File: config.mk
export PLATFORM = sky130hd
export DESIGN_NAME = clto_top
export DESIGN_NICKNAME = d
export VERILOG_FILES = /design/src/inc/clto_pkg.sv /design/src/hw/clto_fifo.sv /design/src/hw/clto_top.sv
export SDC_FILE = /design/constraint.sdc
export NUM_CORES = 1
export LEC_CHECK = 0
export BUFFER_PORTS_ARGS = -buffer_cell sky130_fd_sc_hd__buf_2
export CAP_MARGIN = 20
export CORE_MARGIN = 2
export CORE_UTILIZATION = 55
export CTS_BUF_LIST = sky130_fd_sc_hd__clkbuf_8
export DETAILED_ROUTE_END_ITERATION = 10
export PLACE_DENSITY = 0.77
export SYNTH_ARGS = -nofsm -noshare
export SYNTH_HDL_FRONTEND = slang
export SYNTH_SLANG_ARGS = --single-unit
File: constraint.sdc
create_clock -name sys_clk -period 3 [get_ports sys_clk]
set_input_delay 0 -clock sys_clk [delete_from_list [all_inputs] [get_ports sys_clk]]
set_output_delay 0 -clock sys_clk [all_outputs]
set_load 0.005 [all_outputs]
File: src/inc/clto_pkg.sv
// package for the three-tap video output formatter: constants, layouts and types
package clto_pkg;

    // ========================================================================
    // sizes
    localparam int TAP_W      = 10;
    localparam int BYTE_W     = 8;
    localparam int LEN_W      = 16;
    localparam int CNT_W      = 16;
    localparam int FIFO_DEPTH = 8;
    localparam int SYS_MHZ    = 25;

    // ========================================================================
    // start delay limits in ns, largest sensor, two-tap modes
    localparam int LV_CLR40_MIN_NS  = 3080;
    localparam int LV_CLR40_MAX_NS  = 3220;
    localparam int LV_CLR40E_MIN_NS = 3130;
    localparam int LV_CLR40E_MAX_NS = 3270;
    localparam int FV_RAW40_MIN_NS  = 3210;
    localparam int FV_RAW40_MAX_NS  = 3360;
    localparam int FV_ENH40_MIN_NS  = 3230;
    localparam int FV_ENH40_MAX_NS  = 3390;
    localparam int LV_CLR80_MIN_NS  = 2910;
    localparam int LV_CLR80_MAX_NS  = 3010;
    localparam int LV_CLR80E_MIN_NS = 2960;
    localparam int LV_CLR80E_MAX_NS = 3060;
    localparam int FV_RAW80_MIN_NS  = 3070;
    localparam int FV_RAW80_MAX_NS  = 3190;
    localparam int FV_ENH80_MIN_NS  = 3100;
    localparam int FV_ENH80_MAX_NS  = 3210;

    // least times round up to whole sys_clk cycles
    localparam logic [CNT_W-1:0] LV_CLR40_CYC  = CNT_W'((LV_CLR40_MIN_NS * SYS_MHZ + 999) / 1000);
    localparam logic [CNT_W-1:0] LV_CLR40E_CYC = CNT_W'((LV_CLR40E_MIN_NS * SYS_MHZ + 999) / 1000);
    localparam logic [CNT_W-1:0] FV_RAW40_CYC  = CNT_W'((FV_RAW40_MIN_NS * SYS_MHZ + 999) / 1000);
    localparam logic [CNT_W-1:0] FV_ENH40_CYC  = CNT_W'((FV_ENH40_MIN_NS * SYS_MHZ + 999) / 1000);
    localparam logic [CNT_W-1:0] LV_CLR80_CYC  = CNT_W'((LV_CLR80_MIN_NS * SYS_MHZ + 999) / 1000);
    localparam logic [CNT_W-1:0] LV_CLR80E_CYC = CNT_W'((LV_CLR80E_MIN_NS * SYS_MHZ + 999) / 1000);
    localparam logic [CNT_W-1:0] FV_RAW80_CYC  = CNT_W'((FV_RAW80_MIN_NS * SYS_MHZ + 999) / 1000);
    localparam logic [CNT_W-1:0] FV_ENH80_CYC  = CNT_W'((FV_ENH80_MIN_NS * SYS_MHZ + 999) / 1000);

    // ========================================================================
    // register map, byte addresses
    localparam logic [7:0] REG_CTRL   = 8'h00;
    localparam logic [7:0] REG_LEN    = 8'h04;
    localparam logic [7:0] REG_STATUS = 8'h08;
    localparam logic [7:0] REG_MEAS   = 8'h0C;

    localparam int CTRL_EN_BIT    = 0;
    localparam int CTRL_TAP3_BIT  = 1;
    localparam int CTRL_BIT8_BIT  = 2;
    localparam int CTRL_ACQ_LSB   = 4;
    localparam int CTRL_EXP_LSB   = 6;
    localparam int CTRL_CLK80_BIT = 8;
    localparam int CTRL_W         = 9;

    localparam int STAT_BUSY_BIT  = 0;
    localparam int STAT_LINE_BIT  = 1;
    localparam int STAT_EMPTY_BIT = 2;

    localparam logic [31:0] CTRL_RST = 32'h0000_0002;
    localparam logic [31:0] LEN_RST  = 32'h0000_0010;

    // ========================================================================
    // types
    typedef enum logic [1:0] {ACQ_COLOR, ACQ_RAW, ACQ_ENH_RAW} clto_acq_t;
    typedef enum logic [1:0] {EXP_PROG, EXP_EDGE, EXP_LEVEL} clto_exp_t;

    typedef struct packed {
        logic            enable;
        logic            three_tap;
        logic            eight_bit;
        clto_acq_t       acq;
        clto_exp_t       expo;
        logic            clk80;
    } clto_cfg_t;

    typedef struct packed {
        logic [TAP_W-1:0] tap_stream_two;
        logic [TAP_W-1:0] tap_stream_one;
        logic [TAP_W-1:0] tap_stream_zero;
    } clto_pix_t;

    // one transmitter's parallel input word
    typedef struct packed {
        logic [BYTE_W-1:0] port2;
        logic [BYTE_W-1:0] port1;
        logic [BYTE_W-1:0] port0;
        logic              spare;
        logic              fval;
        logic              dval;
        logic              lval;
    } clto_tx_t;

endpackage

File: src/hw/clto_fifo.sv
// small synchronous fifo with valid and ready on both sides
`timescale 1ns/1ps
`default_nettype none
module clto_fifo #(
    parameter int W     = 30,
    parameter int DEPTH = 8
) (
    input  wire logic         sys_clk,   // system clock
    input  wire logic         rst_n,     // async reset, active low
    input  wire logic         in_valid,  // writer offers a word
    input  wire logic [W-1:0] in_data,   // word offered
    output logic              in_ready,  // room for a word
    output logic              out_valid, // a word is held
    output logic      [W-1:0] out_data,  // oldest word
    input  wire logic         out_ready  // reader takes the word
);
    localparam int AW = $clog2(DEPTH);
    localparam logic [AW:0] FULL_CNT = (AW+1)'(DEPTH);
    localparam logic [AW-1:0] LAST   = AW'(DEPTH - 1);

    logic [W-1:0]  mem_q [DEPTH];
    logic [AW-1:0] wr_q, rd_q;
    logic [AW:0]   cnt_q, cnt_d;
    logic          rdy_q;

    wire push = in_valid && rdy_q;
    wire pop  = out_ready && (cnt_q != '0);

    assign cnt_d     = cnt_q + (AW+1)'(push) - (AW+1)'(pop);
    assign in_ready  = rdy_q;
    assign out_valid = (cnt_q != '0);
    assign out_data  = mem_q[rd_q];

    always_ff @(posedge sys_clk) begin
        if (push) begin
            mem_q[wr_q] <= in_data;
        end
    end

    always_ff @(posedge sys_clk or negedge rst_n) begin
        if (!rst_n) begin
            wr_q  <= '0;
            rd_q  <= '0;
            cnt_q <= '0;
            rdy_q <= 1'b0;
        end else begin
            wr_q  <= push ? ((wr_q == LAST) ? '0 : wr_q + 1'b1) : wr_q;
            rd_q  <= pop ? ((rd_q == LAST) ? '0 : rd_q + 1'b1) : rd_q;
            cnt_q <= cnt_d;
            rdy_q <= (cnt_d != FULL_CNT);
        end
    end
endmodule
`default_nettype wire

File: src/hw/clto_top.sv
// three-tap video output formatter for the serial camera video link
//
// The address map and the Wishbone slave port were left to the implementer.
`timescale 1ns/1ps
`default_nettype none
module clto_top
    import clto_pkg::*;
(
    input  wire logic        sys_clk,      // 25 MHz system clock
    input  wire logic        rst_n,        // async reset, active low
    input  wire logic        wb_cyc_i,     // wishbone cycle
    input  wire logic        wb_stb_i,     // wishbone strobe
    input  wire logic        wb_we_i,      // wishbone write
    input  wire logic [7:0]  wb_adr_i,     // wishbone byte address
    input  wire logic [31:0] wb_dat_i,     // wishbone write data
    input  wire logic [3:0]  wb_sel_i,     // wishbone byte lanes
    output logic      [31:0] wb_dat_o,     // wishbone read data
    output logic             wb_ack_o,     // wishbone acknowledge
    input  wire logic        link_clk,     // link pixel clock, asynchronous
    input  wire logic        readout_done, // end of sensor readout, one-cycle pulse
    input  wire logic        pix_valid,    // pixel triple offered
    input  wire clto_pix_t   pix_data,     // pixel triple, tap order
    output logic             pix_ready,    // fifo has room
    output clto_tx_t         tx_x,         // first transmitter parallel word
    output clto_tx_t         tx_y,         // second transmitter parallel word
    output logic             tx_clk_x,     // pixel clock to first transmitter
    output logic             tx_clk_y      // pixel clock to second transmitter
);

    // ========================================================================
    // state
    typedef enum logic [1:0] {ST_IDLE, ST_WAIT, ST_LINE} clto_state_t;

    clto_state_t         state_q;
    logic [31:0]         ctrl_q, len_reg_q;
    logic [31:0]         rdat_q;
    logic                ack_q;
    clto_cfg_t           act_q;
    logic [LEN_W-1:0]    len_q, cnt_q;
    logic [CNT_W-1:0]    dly_q, tgt_q, meas_run_q, meas_q;
    logic                first_q;
    logic                lclk_s1_q, lclk_s2_q, lclk_s3_q;
    clto_tx_t            tx_x_q, tx_y_q;
    logic                clk_x_q, clk_y_q;

    // ========================================================================
    // functions
    function automatic logic [31:0] wb_merge(input logic [31:0] old_v,
                                             input logic [31:0] new_v,
                                             input logic [3:0]  sel);
        logic [31:0] r;
        r = old_v;
        for (int i = 0; i < 4; i++) begin
            if (sel[i]) begin
                r[i*8 +: 8] = new_v[i*8 +: 8];
            end
        end
        return r;
    endfunction

    // start delay by acquisition mode, exposure mode and link rate
    function automatic logic [CNT_W-1:0] start_delay(input clto_cfg_t c);
        logic [CNT_W-1:0] d;
        d = LV_CLR40_CYC;
        if (c.acq == ACQ_RAW) begin
            d = c.clk80 ? FV_RAW80_CYC : FV_RAW40_CYC;
        end else if (c.acq == ACQ_ENH_RAW) begin
            d = c.clk80 ? FV_ENH80_CYC : FV_ENH40_CYC;
        end else if (c.clk80) begin
            d = (c.expo == EXP_EDGE) ? LV_CLR80E_CYC : LV_CLR80_CYC;
        end else begin
            d = (c.expo == EXP_EDGE) ? LV_CLR40E_CYC : LV_CLR40_CYC;
        end
        return d;
    endfunction

    // ========================================================================
    // wishbone slave
    wire       wb_req   = wb_cyc_i && wb_stb_i && !ack_q;
    wire       wb_wr    = wb_req && wb_we_i;
    wire       sel_ctrl = (wb_adr_i == REG_CTRL);
    wire       sel_len  = (wb_adr_i == REG_LEN);
    wire       sel_stat = (wb_adr_i == REG_STATUS);
    wire       sel_meas = (wb_adr_i == REG_MEAS);

    clto_cfg_t cfg_reg;
    assign cfg_reg.enable    = ctrl_q[CTRL_EN_BIT];
    assign cfg_reg.three_tap = ctrl_q[CTRL_TAP3_BIT];
    assign cfg_reg.eight_bit = ctrl_q[CTRL_BIT8_BIT];
    assign cfg_reg.acq       = clto_acq_t'(ctrl_q[CTRL_ACQ_LSB +: 2]);
    assign cfg_reg.expo      = clto_exp_t'(ctrl_q[CTRL_EXP_LSB +: 2]);
    assign cfg_reg.clk80     = ctrl_q[CTRL_CLK80_BIT];

    wire        fifo_v;
    wire [31:0] status_w;
    wire [31:0] rd_mux;
    assign status_w = {29'h0,
                       !fifo_v,
                       (state_q == ST_LINE),
                       (state_q != ST_IDLE)};

    // unmapped addresses read zero and ignore writes
    assign rd_mux = sel_ctrl ? ctrl_q
                  : sel_len  ? len_reg_q
                  : sel_stat ? status_w
                  : sel_meas ? {16'h0000, meas_q}
                  : 32'h0000_0000;

    always_ff @(posedge sys_clk or negedge rst_n) begin
        if (!rst_n) begin
            ack_q     <= 1'b0;
            rdat_q    <= 32'h0000_0000;
            ctrl_q    <= CTRL_RST;
            len_reg_q <= LEN_RST;
        end else begin
            ack_q  <= wb_req;
            rdat_q <= wb_req ? rd_mux : 32'h0000_0000;
            if (wb_wr && sel_ctrl) begin
                ctrl_q <= wb_merge(ctrl_q, wb_dat_i, wb_sel_i) & 32'(2**CTRL_W - 1);
            end
            if (wb_wr && sel_len) begin
                len_reg_q <= wb_merge(len_reg_q, wb_dat_i, wb_sel_i) & 32'h0000_FFFF;
            end
        end
    end

    assign wb_ack_o = ack_q;
    assign wb_dat_o = rdat_q;

    // ========================================================================
    // link clock synchroniser and edge finder
    always_ff @(posedge sys_clk or negedge rst_n) begin
        if (!rst_n) begin
            lclk_s1_q <= 1'b0;
            lclk_s2_q <= 1'b0;
            lclk_s3_q <= 1'b0;
        end else begin
            lclk_s1_q <= link_clk;
            lclk_s2_q <= lclk_s1_q;
            lclk_s3_q <= lclk_s2_q;
        end
    end

    wire lclk_rise = lclk_s2_q && !lclk_s3_q;

    // ========================================================================
    // pixel fifo
    clto_pix_t fifo_d;
    wire       pop;

    clto_fifo #(
        .W     ($bits(clto_pix_t)),
        .DEPTH (FIFO_DEPTH)
    ) u_fifo (
        .sys_clk   (sys_clk),
        .rst_n     (rst_n),
        .in_valid  (pix_valid),
        .in_data   (pix_data),
        .in_ready  (pix_ready),
        .out_valid (fifo_v),
        .out_data  (fifo_d),
        .out_ready (pop)
    );

    // ========================================================================
    // line sequencer
    wire start    = readout_done && cfg_reg.enable && (state_q == ST_IDLE);
    wire dly_done = (state_q == ST_WAIT) && (dly_q + 1'b1 >= tgt_q);
    wire line_end = (cnt_q == len_q);
    wire in_line  = (state_q == ST_LINE) && lclk_rise;
    wire send     = in_line && !line_end && fifo_v;
    wire fin      = in_line && line_end;
    assign pop    = send;

    always_ff @(posedge sys_clk or negedge rst_n) begin
        if (!rst_n) begin
            state_q <= ST_IDLE;
            act_q   <= '0;
            len_q   <= '0;
            tgt_q   <= '0;
            dly_q   <= '0;
            cnt_q   <= '0;
        end else begin
            case (state_q)
                ST_IDLE: begin
                    if (start) begin
                        act_q   <= cfg_reg;
                        len_q   <= len_reg_q[LEN_W-1:0];
                        tgt_q   <= start_delay(cfg_reg);
                        dly_q   <= '0;
                        cnt_q   <= '0;
                        state_q <= ST_WAIT;
                    end
                end
                ST_WAIT: begin
                    dly_q <= dly_q + 1'b1;
                    if (dly_done) begin
                        state_q <= ST_LINE;
                    end
                end
                ST_LINE: begin
                    if (send) begin
                        cnt_q <= cnt_q + 1'b1;
                    end
                    if (fin) begin
                        state_q <= ST_IDLE;
                    end
                end
                default: begin
                    state_q <= ST_IDLE;
                end
            endcase
        end
    end

    // ========================================================================
    // start delay measurement
    wire launch_first = in_line && first_q;

    always_ff @(posedge sys_clk or negedge rst_n) begin
        if (!rst_n) begin
            first_q    <= 1'b0;
            meas_run_q <= '0;
            meas_q     <= '0;
        end else begin
            if (start) begin
                first_q    <= 1'b1;
                meas_run_q <= '0;
            end else if (launch_first) begin
                first_q <= 1'b0;
                meas_q  <= meas_run_q + 1'b1;
            end else if (first_q && meas_run_q != '1) begin
                meas_run_q <= meas_run_q + 1'b1;
            end
        end
    end

    // ========================================================================
    // word formatting onto the two transmitters
    wire [TAP_W-1:0] t0 = fifo_d.tap_stream_zero;
    wire [TAP_W-1:0] t1 = fifo_d.tap_stream_one;
    wire [TAP_W-1:0] t2 = act_q.three_tap ? fifo_d.tap_stream_two : '0;
    wire             eb = act_q.eight_bit;
    wire             lv = in_line && !line_end;

    clto_tx_t x_w, y_w;
    // eight-bit keeps the top bits of each converter value
    assign x_w.port0 = !send ? '0 : eb ? t0[9:2] : t0[7:0];
    assign x_w.port1 = !send ? '0 : eb ? t1[9:2]
                     : {2'b00, t2[9:8], 2'b00, t0[9:8]};
    assign x_w.port2 = !send ? '0 : eb ? t2[9:2] : t2[7:0];
    assign x_w.spare = 1'b0;
    assign x_w.fval  = eb ? 1'b0 : lv;
    assign x_w.lval  = lv;
    assign x_w.dval  = send;

    // second transmitter: tap one in ten-bit mode, line and data valid always
    assign y_w.port0 = '0;
    assign y_w.port1 = (!send || eb) ? '0 : t1[7:0];
    assign y_w.port2 = (!send || eb) ? '0 : {6'h00, t1[9:8]};
    assign y_w.spare = 1'b0;
    assign y_w.fval  = 1'b0;
    assign y_w.lval  = lv;
    assign y_w.dval  = send;

    // words are registered at the transmitter parallel inputs
    always_ff @(posedge sys_clk or negedge rst_n) begin
        if (!rst_n) begin
            tx_x_q  <= '0;
            tx_y_q  <= '0;
        end else if (lclk_rise) begin
            tx_x_q  <= x_w;
            tx_y_q  <= y_w;
        end
    end

    // pixel clock forwarded to both transmitters
    always_ff @(posedge sys_clk or negedge rst_n) begin
        if (!rst_n) begin
            clk_x_q <= 1'b0;
            clk_y_q <= 1'b0;
        end else begin
            clk_x_q <= lclk_s2_q;
            clk_y_q <= lclk_s2_q;
        end
    end

    assign tx_x     = tx_x_q;
    assign tx_y     = tx_y_q;
    assign tx_clk_x = clk_x_q;
    assign tx_clk_y = clk_y_q;

endmodule
`default_nettype wire

* After elaboration in Yosys (flattened, before gate mapping)
Memory sizes are Yosys's and may differ from the RTL's. Index checks and enable logic that the tools add are counted.
Storage, ports and cells: logic and storage cells 139, memories 1, RAM bits 240, input bits 82, output and inout port bits 92, flip-flop bits (word level) 200
Memory list:
- u_fifo.mem_q | words 8, bits a word 30, read ports 1, clocked after Yosys merged registers in 0, write ports 1, RTL line clto_fifo.sv:21 | logic [W-1:0] mem_q [DEPTH];
Operators by class: add/sub/neg operators 7, equality and inequality tests 18, bitwise logic cells 1, mux-type cells 39, reductions and logical operators 41, order comparisons 1
Operator list (number):
- $mux 16 | 10
- $pmux 16 s2 | 2
- $mux 8 | 7
- $add 16x1->16 const B | 3
- $mux 5 | 4
- $logic_and 1x1->1 | 17
- $eq 16x16->1 | 1
- $eq 8x4->1 const B | 2
- $ge 16x16->1 | 1
- $ne 16x16->1 const B | 1
- $reduce_and 2->1 | 8
- $mux 2 | 6
- $mux 10 | 1
- $reduce_bool 2->1 | 5
- $mux 3 | 3
- $eq 8x3->1 const B | 1
- $logic_not 8->1 | 1
- $add 3x1->3 const B | 2
- $eq 2x1->1 const B | 3
- $eq 3x3->1 const B | 2
- $ne 2x2->1 const B | 3
- $pmux 2 s3 | 1
- $reduce_and 3->1 | 2
- $logic_not 1->1 | 5
- other kinds (10) | 16

* Depth between registers and ports, before layout
word-level depth 8, mapped depth 12, mapped depth without buffers 11

* By module
A second synthesis with hierarchy kept.
Second synthesis, totals: cell total of the unflattened synthesis 1274, area, all modules 18522.8 µm²
By module, submodules not included:
- clto_fifo | area an instance 9791.9 µm², instances 1, cells each 410, sequential area each 7482.2 µm²
- clto_top | area an instance 8730.9 µm², instances 1, cells each 864, sequential area each 4331.7 µm²

* Least setup slack after synthesis
OpenSTA, ideal clock, no wires.
kind register to register, start point register u_fifo.rdy_q (netlist: u_fifo.in_ready), end point memory u_fifo.mem_q[0][0], enable pin, required time 2.545 ns, clock period less this slack 3.311 ns, slack -0.311 ns, data arrival time 2.857 ns, cell stages (with the launch flop) 4, path buffers 0, library setup time 0.455 ns, cell sequence dfrtp_1 -> nand2_1 -> or2_2 -> nor3_1
On the way: longest elaborated chain between the ends 3
RTL lines:
- start: declaration | RTL line clto_fifo.sv:24 | logic rdy_q;
- start signal: assignment | RTL line clto_fifo.sv:50 | rdy_q <= (cnt_d != FULL_CNT);
- $logic_and 1x1->1 | RTL line clto_fifo.sv:26 | wire push = in_valid && rdy_q;
- $mux 1 | RTL line clto_fifo.sv:35 | if (push) begin
- $mux 1 (implied by the code) | RTL line clto_fifo.sv:36 | mem_q[wr_q] <= in_data;
- end: declaration | RTL line clto_fifo.sv:21
Every way passes these cells.

* Worst setup path in the final report
start point register cnt_q[3], end point register u_fifo.rdy_q (netlist: u_fifo.in_ready)
On the way: longest elaborated chain between the ends 7
RTL lines:
- start: declaration | RTL line clto_top.sv:39 | logic [LEN_W-1:0] len_q, cnt_q;
- start signal: assignment | RTL line clto_top.sv:203 | cnt_q <= cnt_q + 1'b1;
- $eq 16x16->1 | RTL line clto_top.sv:169 | wire line_end = (cnt_q == len_q);
- $logic_not 1->1 | RTL line clto_top.sv:171 | wire send = in_line && !line_end && fifo_v;
- $logic_and 1x1->1 (2 in a row) | RTL line clto_top.sv:171
- $logic_and 1x1->1 | RTL line clto_fifo.sv:27 | wire pop = out_ready && (cnt_q != '0);
- $sub 4x1->4 | RTL line clto_fifo.sv:29 | assign cnt_d = cnt_q + (AW+1)'(push) - (AW+1)'(pop);
- named net u_fifo.cnt_d[1] | RTL line clto_fifo.sv:23 | logic [AW:0] cnt_q, cnt_d;
- $ne 4x4->1 | RTL line clto_fifo.sv:50
The timed path passes the listed nets, and every way through them passes these cells. A chain may end at the register's enable or synchronous reset.

==> metrics <==
Leakage 0.00875 uW; Root Buffer clkbuf_8; largest cells by area after synthesis edfxtp_1 (40%), dfrtp_1 (25%), mux4_2 (7.3%); syn_area_per_cell 14.1 um2; setup tns final -0.0413 ns; Internal Power 9800 uW; area leader, netlist edfxtp_1; synthesized flop and latch total around 420; Max-Cap Viols 0; Core Region approximately 32000 um2; all-layer global routing usage 24.6%; worst skew pair latency 0.61 ns; Worst Max-Slew Pin Slew 0.869 ns; Synth Instances 1282; Global Route met2 Usage 40.8%; gpl congestion 0.825; Seq pwr share ~53%; first-pass GRT wire length roughly 64 mm; DRT Pass-1 Iters 5; sw frac 24.8%; 1st-iter DRT viols around 920; startpoint types flip-flop; setup slack after placement -0.270 ns; die area around 34000 um2; clock skew ~0.035 ns; CTS sink count 424; Final #Nets approximately 1600; R2R setup slack -0.04 ns; input/output buffers 122; Critical Path End Type flip-flop; DRT antenna net count 0; Main synth FF type edfxtp_1; CTS tree built; Vias 11400; failing checks setup timing; global route overflow 0; most common cell after layout, fill and taps aside edfxtp_1; fin worst setup slack -0.0413 ns; die height between 150 and 200 um; final hold violation count 0; initial antenna violation count 1; Final Hold Slack 0.0558 ns; Worst EP required 3.45 ns; largest net degree at the start of global routing 100; RSZ-0062 raised after global routing true; slowest stage delay, CP 0.53 ns; vias in the first global route 11800; Final Max Tran Viols 0; Worst-path clk slew 0.06 ns; post-route cell area 21600 um2; highest clock rate 329 MHz; number of synthesized flops with an enable pin between 200 and 250; WL/cell 19.8 um; Clock Path Buffers 3; Synth cell types 63; final wirelength between 40 and 50 mm; worst endpoint data arrival time 3.50 ns; clock power share 37.3%; met3 usage 6.38%; placed cell areas slightly below 20000 um2; DRC Markers 0; Initial Util a little under three fifths; Hold WC Path Type in2async; GRT busiest layer met2; slew margin rel. 41.9%; Area Growth Syn to Fin 19.2%; Max FO, Critical Path 2; yosys warns 0; # rows 66; Seq/Total Area, Yosys 65.2%; final worst-path cycle share 101%; layout cells sized above 1 25.2%; Post-synth ARST share 43.4%; Mapped Area 18100 um2; post-synth top area share 39.8%; power share of the combinational group between 10% and 20%; critical path class reg2reg; Top Ports 174; setup violators final 1; most frequent cells in the layout edfxtp_1 (240), dfrtp_1 (179), nand2_1 (165); critical path's most frequent cell inv_2; CP Cell Sequence xor2_1, nor4_2, buf_4, and4_4, nor3_4, ha_4, inv_2, ha_4, inv_2, fa_1, inv_2, or4b_4; status finished with violations; DIE WIDTH 185 um; Vias/cell 5.56; GRT met1 Usage between 30% and 40%; PwrDens 603 nW/um2; H-tree Lvls 3; VDD IR-drop max 558 uV; dpl hpwl 23.6 mm; CTS Buf Count 69; Tmin final 3.04 ns; CP max stage cell fa_1; Net Switching 3230 uW
-- timing repair --
action / 4_1_cts / 5_1_grt
endpoints found under the setup margin: 1 / 6
hold buffers: 80 / 0
pin swaps: 8 / 5
gates resized for setup: 6 / 2
buffers inserted: 5 / 2
endpoints found under the hold margin: 412 / 0
-- path summary, 6_finish.rpt --
check | start | to | cells after the start
setup / recovery | cnt_q[3] | u_fifo.in_ready | 12
hold / removal | rst_n | dly_q[0] | 2
setup reg to reg | cnt_q[3] | u_fifo.in_ready | 12
hold reg to reg | lclk_s1_q | lclk_s2_q | 0
max in group asynchronous | rst_n | tx_x[10] | 3
min in group sys_clk | link_clk | lclk_s1_q | 2
-- worst max-delay path, delay by kind of cell, from the launching register on --
family,cells,cell delay [ns]
and+or+nand+nor,4,1.11
adders and majority gates,3,0.87
DFF,1,0.40
buffers and inverters,4,0.33
xor gates and xnor gates,1,0.19
-- metal layers --
layer,share of wire (%),up-vias
li1,-,5209
met1,41,5673
met2,50,419
met3,7.1,59
met4,2.1,0
met5,0,-
-- through the flow --
stage / total power (uW) / utilization (%) / std cells
6_report: 13000 / 66.5 / 2045
5_1_grt: 13500 / 66.5 / 2045
4_1_cts: 13100 / 66.5 / 2043
3_5_place_dp: 8090 / 59.6 / 1831
3_3_place_gp: 8020 / 59.6 / 1831
2_1_floorplan: 7590 / - / 1314
-- synth_stat cells (5+ instances only) --
master / count
a21oi_1: 18
or3_1: 6
a211oi_1: 7
ha_1: 20
inv_1: 23
nand2b_1: 9
xnor2_1: 31
and4_1: 5
a32o_1: 8
buf_4: 37
dfrtp_1: 182
xor2_1: 28
nand2_1: 165
buf_6: 5
edfxtp_1: 240
mux4_2: 59
nor3_1: 12
nand4_1: 16
and3_1: 10
nor2b_1: 9
a31oi_1: 9
clkbuf_1: 32
o21ai_0: 71
nor2_1: 79
a22o_1: 13
buf_1: 5
mux2i_1: 39
buf_2: 15
mux2_2: 38
nor4_1: 14
nand3_1: 29
-- flip-flops by register name (all words and copies together), names as in the netlist, 6 cells and up --
| signal | flops |
|---|---|
| tx_y | 12 |
| len_reg_q | 16 |
| ctrl_q | 9 |
| meas_q | 16 |
| tx_x | 25 |
| dly_q | 16 |
| wb_dat_o | 16 |
| u_fifo.mem_q | 240 |
| tgt_q | 6 |
| meas_run_q | 16 |
| len_q | 16 |
| cnt_q | 16 |
-- logic make-up after synthesis --
family / count (synthesis) / synth area share (%)
flip-flops: 424 / 65.2
AND/OR/NAND/NOR: 373 / 9.71
AO/OA/AOI/OAI: 148 / 5.08
multiplexers: 137 / 12.0
buffers and inverters: 119 / 3.61
XOR/XNOR: 59 / 2.85
adder cells (fa/ha/maj): 21 / 1.49
other: 1 / 0.0207
-- power groups by stage --
stage	combinational (uW)	clock [uW]	sequential (uW)
6_report	1310	4860	6850
5_1_grt	1430	5230	6890
4_1_cts	1280	4970	6850
3_5_place_dp	1120	0	6960
3_3_place_gp	1090	0	6930
2_1_floorplan	670	0	6920
-- area by class of cell --
cell class / instances / area [um2]
flip-flops and latches: 424 / 11800
fillers: 2222 / 10900
multi-input cells: 771 / 5900
repair buffers: 256 / 1860
clock buffers: 81 / 1110
well taps: 442 / 553
clock inverters: 46 / 245
inverters: 24 / 90.1
diodes: 1 / 2.50
Note: power is estimated with default switching activity, not from simulation.
